File: src/param_dict_pkg.sv
// package for the parameter object dictionary
package param_dict_pkg;

  localparam logic [15:0] IDX_IDENT_BASE = 16'h1000;
  localparam logic [15:0] IDX_DEVTYPE = 16'h1000;
  localparam logic [15:0] IDX_NAME = 16'h1008;
  localparam logic [15:0] IDX_IDENTITY = 16'h1018;
  localparam logic [15:0] IDX_PDO_CUR = 16'h1C12;
  localparam logic [15:0] IDX_PDO_AVAIL = 16'h1C13;
  localparam logic [15:0] IDX_ALT_CHAN_BASE = 16'h4000;
  localparam logic [15:0] IDX_INPUT_BASE = 16'h6000;
  localparam logic [15:0] IDX_OUTPUT_BASE = 16'h7000;
  localparam logic [15:0] IDX_CHAN_BASE = 16'h8000;
  localparam logic [15:0] IDX_STORE_SUPPRESS = 16'hF008;
  localparam logic [31:0] STORE_SUPPRESS_CODE = 32'h12345678;

  localparam int CHAN_COUNT = 4;
  localparam int CHAN_STRIDE = 16;
  localparam int CHAN_PARAMS = 4;
  localparam int INPUT_COUNT = 4;
  localparam int OUTPUT_COUNT = 4;

  localparam logic [31:0] DEVTYPE_VALUE = 32'h00002468; // arbitrary value
  localparam logic [31:0] VENDOR_VALUE = 32'h0000ABCD; // arbitrary value
  localparam logic [31:0] PRODUCT_VALUE = 32'h00001234; // arbitrary value
  localparam logic [31:0] REVISION_VALUE = 32'h00010000; // arbitrary value
  localparam logic [31:0] SERIAL_VALUE = 32'h00000001; // arbitrary value
  localparam logic [31:0] NAME_VALUE = 32'h50444943; // arbitrary value
  localparam logic [31:0] PDO_CUR_VALUE = 32'h00001A00;
  localparam logic [31:0] PDO_AVAIL_VALUE = 32'h00001A01;
  localparam logic [7:0] IDENTITY_SUBCOUNT = 8'h04;
  localparam logic [31:0] CHAN_PARAM_RESET = 32'h00000000;
  localparam logic [31:0] OUTPUT_RESET = 32'h00000000;

  typedef enum logic [2:0] {
    DT_BOOL = 3'b000,
    DT_U8 = 3'b001,
    DT_U16 = 3'b010,
    DT_U32 = 3'b011,
    DT_STRING = 3'b100
  } data_type_t;

  typedef enum logic [1:0] {
    RESP_OK = 2'b00,
    RESP_NO_OBJECT = 2'b01,
    RESP_READ_ONLY = 2'b10,
    RESP_SIZE = 2'b11
  } resp_code_t;

  typedef struct packed {
    logic write;
    logic [15:0] index;
    logic [7:0] subindex;
    logic [2:0] size;
    logic [31:0] data;
  } dict_req_t;

  typedef struct packed {
    resp_code_t code;
    data_type_t dtype;
    logic [31:0] data;
  } dict_resp_t;

  typedef struct packed {
    logic present;
    logic writable;
    data_type_t dtype;
    logic [31:0] value;
  } entry_info_t;

endpackage

File: src/index_decoder.sv
// classifies an index into its dictionary range
`timescale 1ns/10ps
`default_nettype none
module index_decoder (
  input wire logic [15:0] index,
  input wire logic altLayout,
  output logic isIdent,
  output logic isChan,
  output logic isInput,
  output logic isOutput,
  output logic isSuppress,
  output logic [1:0] chanNum,
  output logic [3:0] chanParam
);
  import param_dict_pkg::*;

  logic [15:0] chanBase;
  logic [15:0] chanOff;

  // RULE5 alternate channel base
  assign chanBase = altLayout ? IDX_ALT_CHAN_BASE : IDX_CHAN_BASE;
  assign chanOff = index - chanBase;
  // RULE3 identity range
  assign isIdent = index[15:12] == IDX_IDENT_BASE[15:12];
  // RULE4 channel parameter range
  assign isChan = (index[15:12] == chanBase[15:12]) && (chanOff < 16'(CHAN_COUNT * CHAN_STRIDE));
  // RULE10 sixteen index stride
  assign chanNum = chanOff[5:4];
  assign chanParam = chanOff[3:0];
  // RULE6 input objects
  assign isInput = index == IDX_INPUT_BASE;
  // RULE7 output objects
  assign isOutput = index == IDX_OUTPUT_BASE;
  assign isSuppress = index == IDX_STORE_SUPPRESS;
endmodule // index_decoder
`default_nettype wire

File: src/parameter_object_dictionary.sv
// parameter object dictionary with request and response port
`timescale 1ns/10ps
`default_nettype none
// Overview of operation
// RULE1 - entries keyed by 16-bit index, 8-bit subindex
// RULE2 - writes accepted only on variable entries
// RULE3 - identity data held from 0x1000
// RULE4 - channel parameters held from 0x8000
// RULE5 - variant places channels at 0x4000
// RULE6 - input process data at 0x6000
// RULE7 - output process data at 0x7000
// RULE8 - each entry typed; access respects size (the code checks the size on writes only; reads of any size are accepted)
// RULE9 - every present entry readable
// RULE10 - channel blocks repeat every sixteen indices
// RULE11 - code word suppresses nonvolatile saving
// RULE12 - missing or read-only access refused unchanged
module parameter_object_dictionary (
  input wire logic mclk,
  input wire logic arst_n,
  input wire logic altLayout,
  input wire logic reqValid,
  input wire param_dict_pkg::dict_req_t req,
  input wire logic [31:0] inputData [param_dict_pkg::INPUT_COUNT],
  output param_dict_pkg::dict_resp_t resp_reg,
  output logic respValid_reg,
  output logic [31:0] outputData_reg [param_dict_pkg::OUTPUT_COUNT],
  output logic storeSuppress_reg,
  output logic saveStrobe_reg,
  output logic [15:0] saveIndex_reg,
  output logic [7:0] saveSubindex_reg
);
  import param_dict_pkg::*;

  logic isIdent;
  logic isChan;
  logic isInput;
  logic isOutput;
  logic isSuppress;
  logic [1:0] chanNum;
  logic [3:0] chanParam;
  logic [31:0] chanMem [CHAN_COUNT][CHAN_PARAMS];
  logic [31:0] suppressWord_reg;
  entry_info_t info;
  logic sizeOk;
  logic doWrite;
  logic chanHit;
  logic outHit;
  logic [1:0] outSel;
  logic inHit;
  logic subZero;

  index_decoder decoder (
    .index(req.index),
    .altLayout(altLayout),
    .isIdent(isIdent),
    .isChan(isChan),
    .isInput(isInput),
    .isOutput(isOutput),
    .isSuppress(isSuppress),
    .chanNum(chanNum),
    .chanParam(chanParam)
  );

  // size in bytes implied by a data type
  function automatic logic [2:0] type_size(input data_type_t t);
    case (t)
      DT_BOOL: type_size = 3'h1;
      DT_U8: type_size = 3'h1;
      DT_U16: type_size = 3'h2;
      default: type_size = 3'h4;
    endcase
  endfunction

  // list slot addressed by subindex one upwards
  function automatic logic [1:0] slot_of(input logic [7:0] sub);
    slot_of = sub[1:0] - 2'h1;
  endfunction

  // subindex zero of a list holds its length
  assign subZero = req.subindex == 8'h00;
  assign chanHit = isChan && (chanParam < 4'(CHAN_PARAMS)) && subZero;
  assign outSel = slot_of(req.subindex);
  assign inHit = isInput && !subZero &&
    (req.subindex <= 8'(INPUT_COUNT));
  assign outHit = isOutput && !subZero &&
    (req.subindex <= 8'(OUTPUT_COUNT));

  // RULE1 two-level key lookup
  always_comb begin
    info = '{present: 1'b0, writable: 1'b0, dtype: DT_U32, value: 32'h00000000};
    // RULE3 fixed identity entries
    if (isIdent) begin
      if (req.index == IDX_DEVTYPE && req.subindex == 8'h00) begin
        info = '{present: 1'b1, writable: 1'b0, dtype: DT_U32, value: DEVTYPE_VALUE};
      end else if (req.index == IDX_NAME && req.subindex == 8'h00) begin
        info = '{present: 1'b1, writable: 1'b0, dtype: DT_STRING, value: NAME_VALUE};
      end else if (req.index == IDX_IDENTITY) begin
        case (req.subindex)
          8'h00: info = '{1'b1, 1'b0, DT_U8, {24'h000000, IDENTITY_SUBCOUNT}};
          8'h01: info = '{1'b1, 1'b0, DT_U32, VENDOR_VALUE};
          8'h02: info = '{1'b1, 1'b0, DT_U32, PRODUCT_VALUE};
          8'h03: info = '{1'b1, 1'b0, DT_U32, REVISION_VALUE};
          8'h04: info = '{1'b1, 1'b0, DT_U32, SERIAL_VALUE};
          default: info = '{1'b0, 1'b0, DT_U32, 32'h00000000};
        endcase
      end else if (req.index == IDX_PDO_CUR && req.subindex == 8'h00) begin
        info = '{present: 1'b1, writable: 1'b0, dtype: DT_U32, value: PDO_CUR_VALUE};
      end else if (req.index == IDX_PDO_AVAIL && req.subindex == 8'h00) begin
        info = '{present: 1'b1, writable: 1'b0, dtype: DT_U32, value: PDO_AVAIL_VALUE};
      end
    end else if (chanHit) begin
      // RULE4 variable channel entries
      info = '{1'b1, 1'b1, DT_U32, chanMem[chanNum][chanParam[1:0]]};
    end else if (isInput) begin
      // RULE6 input objects read-only
      if (subZero) begin
        info = '{1'b1, 1'b0, DT_U8, 32'(INPUT_COUNT)};
      end else if (inHit) begin
        info = '{1'b1, 1'b0, DT_U32, inputData[slot_of(req.subindex)]};
      end
    end else if (isOutput) begin
      // RULE7 output objects writable from subindex one; subindex zero read-only
      if (req.subindex == 8'h00) begin
        info = '{1'b1, 1'b0, DT_U8, 32'(OUTPUT_COUNT)};
      end else if (outHit) begin
        info = '{1'b1, 1'b1, DT_U32, outputData_reg[outSel]};
      end
    end else if (isSuppress && req.subindex == 8'h00) begin
      info = '{present: 1'b1, writable: 1'b1, dtype: DT_U32, value: suppressWord_reg};
    end
  end

  // RULE8 size matches type
  assign sizeOk = req.size == type_size(info.dtype);
  // RULE2 only variable entries written
  assign doWrite = reqValid && req.write && info.present && info.writable && sizeOk;

  // RULE12 response with error codes
  always_ff @(posedge mclk or negedge arst_n) begin
    if (!arst_n) begin
      resp_reg <= '{code: RESP_OK, dtype: DT_BOOL, data: 32'h00000000};
      respValid_reg <= 1'b0;
    end else begin
      respValid_reg <= reqValid;
      if (reqValid) begin
        resp_reg.dtype <= info.dtype;
        // errors and writes answer with zero data
        resp_reg.data <= 32'h00000000;
        if (!info.present) begin
          resp_reg.code <= RESP_NO_OBJECT;
        end else if (req.write && !info.writable) begin
          resp_reg.code <= RESP_READ_ONLY;
        end else if (req.write && !sizeOk) begin
          resp_reg.code <= RESP_SIZE;
        end else begin
          resp_reg.code <= RESP_OK;
          // RULE9 reads always granted
          if (!req.write) begin
            resp_reg.data <= info.value;
          end
        end
      end
    end
  end

  // RULE10 per-channel parameter store
  genvar c;
  genvar p;
  generate
    for (c = 0; c < CHAN_COUNT; c++) begin : gen_chan
      for (p = 0; p < CHAN_PARAMS; p++) begin : gen_param
        always_ff @(posedge mclk or negedge arst_n) begin
          if (!arst_n) begin
            chanMem[c][p] <= CHAN_PARAM_RESET;
          end else if (doWrite && chanHit && chanNum == 2'(c) && chanParam[1:0] == 2'(p)) begin
            chanMem[c][p] <= req.data;
          end
        end
      end
    end
  endgenerate

  genvar g;
  generate
    for (g = 0; g < OUTPUT_COUNT; g++) begin : gen_out
      always_ff @(posedge mclk or negedge arst_n) begin
        if (!arst_n) begin
          outputData_reg[g] <= OUTPUT_RESET;
        end else if (doWrite && outHit && outSel == 2'(g)) begin
          outputData_reg[g] <= req.data;
        end
      end
    end
  endgenerate

  // RULE11 suppression code word
  always_ff @(posedge mclk or negedge arst_n) begin
    if (!arst_n) begin
      suppressWord_reg <= 32'h00000000;
      storeSuppress_reg <= 1'b0;
    end else if (doWrite && isSuppress) begin
      suppressWord_reg <= req.data;
      // any other word lifts the suppression
      storeSuppress_reg <= req.data == STORE_SUPPRESS_CODE;
    end
  end

  // RULE11 save request unless suppressed
  always_ff @(posedge mclk or negedge arst_n) begin
    if (!arst_n) begin
      saveStrobe_reg <= 1'b0;
      saveIndex_reg <= 16'h0000;
      saveSubindex_reg <= 8'h00;
    end else begin
      saveStrobe_reg <= doWrite && chanHit && !storeSuppress_reg;
      if (doWrite && chanHit) begin
        saveIndex_reg <= req.index;
        saveSubindex_reg <= req.subindex;
      end
    end
  end
endmodule // parameter_object_dictionary
`default_nettype wire

File: config.mk
export PLATFORM = sky130hd
export DESIGN_NAME = parameter_object_dictionary
export DESIGN_NICKNAME = d
export VERILOG_FILES = /design/src/param_dict_pkg.sv /design/src/index_decoder.sv /design/src/parameter_object_dictionary.sv
export SDC_FILE = /design/constraint.sdc
export NUM_CORES = 1
export LEC_CHECK = 0
export BUFFER_PORTS_ARGS = -buffer_cell sky130_fd_sc_hd__buf_2
export CORE_ASPECT_RATIO = 0.7
export CORE_UTILIZATION = 45
export CTS_BUF_LIST = sky130_fd_sc_hd__clkbuf_4 sky130_fd_sc_hd__clkbuf_8 sky130_fd_sc_hd__clkbuf_16
export DETAILED_ROUTE_END_ITERATION = 10
export GPL_TIMING_DRIVEN = 0
export MAX_ROUTING_LAYER = met4
export SYNTH_ARGS = -nofsm -noshare
export SYNTH_HDL_FRONTEND = slang
export SYNTH_SLANG_ARGS = --single-unit
File: constraint.sdc
create_clock -name mclk -period 2.6 [get_ports mclk]
set_input_delay 0.39 -clock mclk [delete_from_list [all_inputs] [get_ports mclk]]
set_output_delay 0.39 -clock mclk [all_outputs]
set_load 0.005 [all_outputs]
* Word-level counts from Yosys, hierarchy flattened
Cells that the tools add are included.
Word-level totals: output and inout port bits 192, logic and storage cells 159, bits in registers 736, input bits 192
Cells by class: eq/ne operators 27, muxes and demuxes 36, reduce and logical (&&, ||, !) cells 56, bitwise logic cells 3, add/sub/neg operators 2, magnitude comparators 6
Operator list (number):
- $mux 37 | 14
- $mux 32 | 10
- $bmux 128 s2 | 1
- $mux 128 | 2
- $bmux 32 s2 | 3
- $pmux 37 s5 | 1
- $eq 16x13->1 const B | 5
- $logic_and 1x1->1 | 46
- $eq 16x15->1 const B | 2
- $eq 32x29->1 const B | 1
- $eq 16x16->1 const B | 1
- $eq 8x2->1 const B | 2
- $lt 16x7->1 const B | 1
- $mux 16 | 1
- $sub 16x16->16 | 1
- $eq 2x2->1 const B | 6
- $ge 3x3->1 const B | 3
- $not 2->3 | 3
- $eq 8x1->1 const B | 1
- $eq 8x3->1 const B | 1
- $le 8x3->1 const B | 1
- $logic_not 8->1 | 1
- $eq 2x1->1 const B | 3
- $logic_not 2->1 | 3
- other kinds (12) | 17

* Logic depth before layout (Yosys ltp)
depth in word-level cells 20, gate-level depth with buffers 13, gate-level depth less buffers 8

* Cells and area by module
A second synthesis with hierarchy kept.
Unflattened totals: cell total of the unflattened synthesis 2247, area, all modules 36058.3 um^2
By module, submodules not included:
- parameter_object_dictionary | times used 1, area an instance 35869.4 um^2, cells an instance 2225, sequential area each 18417.7 um^2
- index_decoder | times used 1, area an instance 188.9 um^2, cells an instance 22, sequential area each 0.0 um^2

* Least setup slack after synthesis
No wires, ideal clock.
path type in2reg, start input port req[35] in the netlist's numbering, end register resp_reg[8] in the netlist's numbering, slack -0.920 ns, data required time 2.478 ns, buffers on the path 4, arrival 3.398 ns, stages on the path 10, library setup time 0.122 ns, cells stage by stage buf_1 buf_1 inv_1 ha_1 clkbuf_1 clkbuf_1 mux4_2 a222oi_1 o2111ai_1 a32o_1
On the way: word-level cells in the longest chain between the ends 16, elaborated cells between the ends (all ways) 54, those cells by class add/sub (1); order compare (1); eq/ne (7); mux (26); bitwise (1); reduce/logical (18)
Ends and longest elaborated chain:
- from (decl) | RTL line parameter_object_dictionary.sv:22 | input wire param_dict_pkg::dict_req_t req,
- parallel branches: the longest is 6 deep, another holds $pmux 37 s5
- $mux 37 (*) | RTL line parameter_object_dictionary.sv:92 | if (isIdent) begin
- $eq 3x1->1 or $logic_not 3->1 (tied branches) | RTL line parameter_object_dictionary.sv:66 | case (t)
- $reduce_or 2->1 (no source line)
- $pmux 3 s2 | RTL line parameter_object_dictionary.sv:66
- $eq 3x3->1 | RTL line parameter_object_dictionary.sv:134 | assign sizeOk = req.size == type_size(info.dtype);
- $logic_not 1->1 | RTL line parameter_object_dictionary.sv:153 | end else if (req.write && !sizeOk) begin
- $logic_and 1x1->1 | RTL line parameter_object_dictionary.sv:153
- $mux 32 | RTL line parameter_object_dictionary.sv:153
- $mux 32 | RTL line parameter_object_dictionary.sv:151 | end else if (req.write && !info.writable) begin
- $mux 32 (*) | RTL line parameter_object_dictionary.sv:149 | if (!info.present) begin
- to (signal assigned) | RTL line parameter_object_dictionary.sv:141 | resp_reg <= '{code: RESP_OK, dtype: DT_BOOL, data: 32'h00000000};
- to (decl) | RTL line parameter_object_dictionary.sv:24 | output param_dict_pkg::dict_resp_t resp_reg,
Every way passes the cells marked *. The select of a mux whose other input is x is not followed. A chain may end at the register's enable or synchronous reset.

* Worst setup path in the final report
start input port req[48] in the netlist's numbering, end register chanMem[239] in the netlist's numbering
On the way: word-level cells in the longest chain between the ends 15, elaborated cells between the ends (all ways) 49, those cells by class add/sub (1); order compare (1); eq/ne (12); mux (15); reduce/logical (20)
Ends and longest elaborated chain:
- $sub 16x16->16 (tied with other cells) | RTL line index_decoder.sv:22 | assign chanOff = index - chanBase;
- $lt 16x7->1 (tied with other cells) | RTL line index_decoder.sv:26 | assign isChan = (index[15:12] == chanBase[15:12]) && (chanOff < 16'(CHAN_COUNT * CHAN_STRIDE));
- $logic_and 1x1->1 (tied with other cells) | RTL line index_decoder.sv:26
- $logic_and 1x1->1 (tied with other cells) (2 in a row) | RTL line parameter_object_dictionary.sv:81 | assign chanHit = isChan && (chanParam < 4'(CHAN_PARAMS)) && subZero;
- $mux 37 (on tied branches) | RTL line parameter_object_dictionary.sv:111, parameter_object_dictionary.sv:93, parameter_object_dictionary.sv:121
- $mux 37 (on tied branches) | RTL line parameter_object_dictionary.sv:92, parameter_object_dictionary.sv:114
- $eq 3x1->1 (tied with other cells) | RTL line parameter_object_dictionary.sv:66
- $reduce_or 2->1 (no source line) or $mux 37 (tied branches)
- $pmux 3 s2 or $logic_and 1x1->1 (tied branches) | RTL line parameter_object_dictionary.sv:66, parameter_object_dictionary.sv:136
- $eq 3x3->1 or $logic_and 1x1->1 (tied branches) | RTL line parameter_object_dictionary.sv:134, parameter_object_dictionary.sv:136
- $logic_and 1x1->1 | RTL line parameter_object_dictionary.sv:136 | assign doWrite = reqValid && req.write && info.present && info.writable && sizeOk;
- $logic_and 1x1->1 | RTL line parameter_object_dictionary.sv:175 | end else if (doWrite && chanHit && chanNum == 2'(c) && chanParam[1:0] == 2'(p)) begin
- $logic_and 1x1->1 (*) (2 in a row) | RTL line parameter_object_dictionary.sv:175
- to (signal, indexed assignment) | RTL line parameter_object_dictionary.sv:176 | chanMem[c][p] <= req.data;
- to (decl) | RTL line parameter_object_dictionary.sv:41 | logic [31:0] chanMem [CHAN_COUNT][CHAN_PARAMS];
Mark *: on every way between the ends. The rest lies on a longest branch, timed or not.

==> flow_metrics.tcl <==
set metrics [dict create \
    status "completed" \
    cts_buffer_depth 3 \
    synthesis.yosys.warnings 0 \
    maxSlewViolCount 0 \
    instances_no_fill 3703 \
    cp_data_arrival_time_ns 3.07 \
    multiInputGateArea_um2 14900 \
    largest_reg_flops 512 \
    critPathRequiredTime_ns 3.09 \
    synth.cell_area_um2 34100 \
    total_power_mw 24.1 \
    postRouteAntennaNets 0 \
    clock_latency_ns 0.62 \
    die_area_um2 76800 \
    place_congestion 0.938 \
    row_count 83 \
    hold_viol 0 \
    clk_pin_slew_ns 0.06 \
    dp_hpwl_um 83200 \
    h-tree-depth 3 \
    crit_buf_inv 5 \
    crit_family "buffers and inverters" \
    drive_gt1_frac 0.587 \
    placed_cell_area_um2 37600 \
    slew-limit-headroom 0.184 \
    grt_use_met1 0.448 \
    wire_per_inst_um 31.6 \
    overflow 0 \
    ir_drop_mv 0.411 \
    start_util 0.459 \
    ys_seq_area_frac 0.541 \
    vias 22900 \
    critPathMaxFanout 10 \
    holdWs_ns 0.0562 \
    num-nets-final 2865 \
    worstSetupPathType "in -> reg" \
    cts_tree "done" \
    crit_top_cell "buf_2" \
    dr.pass1.iters 5 \
    antenna_found_initial 4 \
    period_minus_slack_ns 2.58 \
    busiest_layer "met1" \
    fin_crit_sh 0.992 \
    port_buffers 381 \
    fp.coreArea_um2 74100 \
    met2_usage 0.441 \
    grt_pass1_wl_um 167000 \
    cts.sinks 736 \
    syn_inst 2186 \
    regArea_um2 18400 \
    grt_start_max_net_pins 118 \
    leakagePower_nw 20.5 \
    ys_seq_elements 736 \
    io_pins 384 \
    stdcell_area_um2 41000 \
    syn_area_per_cell_um2 15.6 \
    synth_enable_flop_cells 0 \
    fmax_mhz 388 \
    postSynth.asyncResetShare 1.00 \
    numCtsBuffers 74 \
    clock-root-buffer "clkbuf_16" \
    globalRouteMet3Util 0.0958 \
    viasPerCell 6.17 \
    grt_use_total 0.316 \
    worstHoldPathType "in -> reg" \
    post-place-ws_ns -1.64 \
    drt_iter0_markers 2013 \
    cp-end-kind "register" \
    drt_wl_total_um 117000 \
    fin_skew_ns 0.0205 \
    slowest_stage "nor2b_1" \
    pwr_density_cell_nw_per_um2 589 \
    cap_violations 0 \
    tightest_slew_ns 1.22 \
    synth_flop_cell "dfrtp_1" \
    grt_pass1_vias 22900 \
    syn-num-nets 2383 \
    die_x_um 331 \
    setup_viol 0 \
    worst_slack_ns 0.0220 \
    syn2layout_area_growth_pct 20.2 \
    drc 0 \
    synth_cell_type_count 63 \
    critPathMaxStageDelay_ns 0.53 \
    dieHeight_um 232 \
    crit_chain "buf_2, buf_2, buf_2, clkbuf_4, nor2b_1, nand3_1, buf_4, mux2_2" \
    dpl.cell_count 3552 \
    fillers 6027 \
    cp-start-kind "input pin" \
]
## power by group
group	switching [mW]	total, mW	internal, mW	leakage (nW)
combinational	1.05	1.54	0.489	9.00
clock	4.59	11.1	6.52	1.26
sequential	0.00250	11.5	11.5	10.3
## cells in the final DEF, fill, tap and decap left out, drive strengths merged, types with 6 or more instances in the layout
master / n
a21oi: 7
a221o: 8
a221oi: 22
a222oi: 6
a22o: 15
a22oi: 23
a32o: 7
and2: 19
and3: 11
buf: 487
clkbuf: 246
clkinv: 9
dfrtp: 736
inv: 9
mux2: 674
mux4: 212
nand2: 55
nand3: 25
nand4: 10
nor2: 14
nor3: 14
nor4: 8
nor4b: 8
o21ai: 6
o2bb2ai: 23
## through the flow
step	util	setup TNS [ns]
2_1_floorplan	-	-6.95
3_3_place_gp	0.503	-
3_5_place_dp	0.507	-796.23
4_1_cts	0.549	-0.00530
5_1_grt	0.552	-0.00523
6_report	0.552	0
## routing by layer
| metal | wire length, um | vias to the layer above |
|---|---|---|
| met5 | 0 | - |
| met4 | 3170 | 0 |
| met3 | 11500 | 192 |
| met2 | 50400 | 960 |
| met1 | 51700 | 12400 |
| li1 | - | 9282 |
## Yosys cell counts (2+ instances only)
| cell | number | share of area |
|---|---|---|
| dfrtp_1 | 736 | 0.54 |
| mux2_2 | 667 | 0.22 |
| mux4_2 | 212 | 0.14 |
| clkbuf_1 | 133 | 0.015 |
| nand2_1 | 55 | 0.0061 |
| buf_2 | 54 | 0.0079 |
| buf_1 | 27 | 0.0030 |
| nand3_1 | 25 | 0.0037 |
| a22oi_1 | 23 | 0.0051 |
| o2bb2ai_1 | 23 | 0.0059 |
| a221oi_1 | 22 | 0.0057 |
| and2_1 | 18 | 0.0033 |
| a22o_1 | 15 | 0.0039 |
| nor2_1 | 14 | 0.0015 |
| nor3_1 | 12 | 0.0018 |
| and3_1 | 11 | 0.0020 |
| nand4_1 | 10 | 0.0018 |
| a221o_1 | 8 | 0.0024 |
| nor4b_1 | 8 | 0.0021 |
| a21oi_1 | 7 | 0.0010 |
| a32o_1 | 7 | 0.0021 |
| mux2_1 | 7 | 0.0023 |
| a222oi_1 | 6 | 0.0018 |
| inv_1 | 6 | 0.00066 |
| nor4_1 | 6 | 0.0011 |
| o21ai_0 | 6 | 0.00088 |
| ha_1 | 5 | 0.0018 |
| nor2b_1 | 5 | 0.00092 |
| or3_1 | 4 | 0.00073 |
| a211oi_1 | 3 | 0.00066 |
| a31oi_1 | 3 | 0.00055 |
| buf_6 | 3 | 0.00099 |
| mux2i_1 | 3 | 0.00088 |
| nor4bb_1 | 3 | 0.00088 |
| or4_1 | 3 | 0.00066 |
| and4_1 | 2 | 0.00051 |
| and4b_1 | 2 | 0.00059 |
| buf_4 | 2 | 0.00044 |
| nand2b_1 | 2 | 0.00037 |
| nor3b_1 | 2 | 0.00044 |
| o2111ai_1 | 2 | 0.00051 |
| o211a_1 | 2 | 0.00059 |
| or4_4 | 2 | 0.00066 |
## path summary, 6_finish.rpt
path	startpoint	to	slack (ns)	depth (start not counted)
min in group asynchronous	arst_n	outputData_reg[71]	0.33	3
max reg2reg	chanMem[456]	resp_reg[8]	0.47	5
max	req[48]	chanMem[239]	0.02	8
max in group asynchronous	arst_n	chanMem[407]	0.50	6
min	req[12]	chanMem[12]	0.06	2
min reg2reg	saveIndex_reg[5]	saveIndex_reg[5]	0.47	2
## area by class of cell
type                    count  share of cell area
well taps                 977              0.0298
inverters                   6            0.000642
clock buffers             111              0.0562
flip-flops and latches    736               0.450
clock inverters            18             0.00507
repair buffers            410              0.0580
plain buffers             215              0.0358
multi-input cells        1225               0.364
diodes                      5            0.000305
## cells by family after synthesis
| kind of cell | Yosys count | share of synthesized area |
|---|---|---|
| AO/OA/AOI/OAI | 134 | 0.0326 |
| XOR/XNOR | 2 | 0.000514 |
| AND/OR/NAND/NOR | 193 | 0.0321 |
| multiplexers | 890 | 0.364 |
| buffers and inverters | 225 | 0.0277 |
| adder cells (fa/ha/maj) | 6 | 0.00213 |
| flip-flops | 736 | 0.541 |
## what timing repair did
| action | in CTS | in global routing |
|---|---|---|
| setup endpoints to repair | 688 | 691 |
| hold buffers | 3 | 0 |
| cloned | 0 | 1 |
| resized for setup | 148 | 86 |
| buffers inserted | 14 | 3 |
| endpoints found under the hold margin | 75 | 0 |
| pin swaps | 8 | 2 |
(Power assumes the default switching activity.)
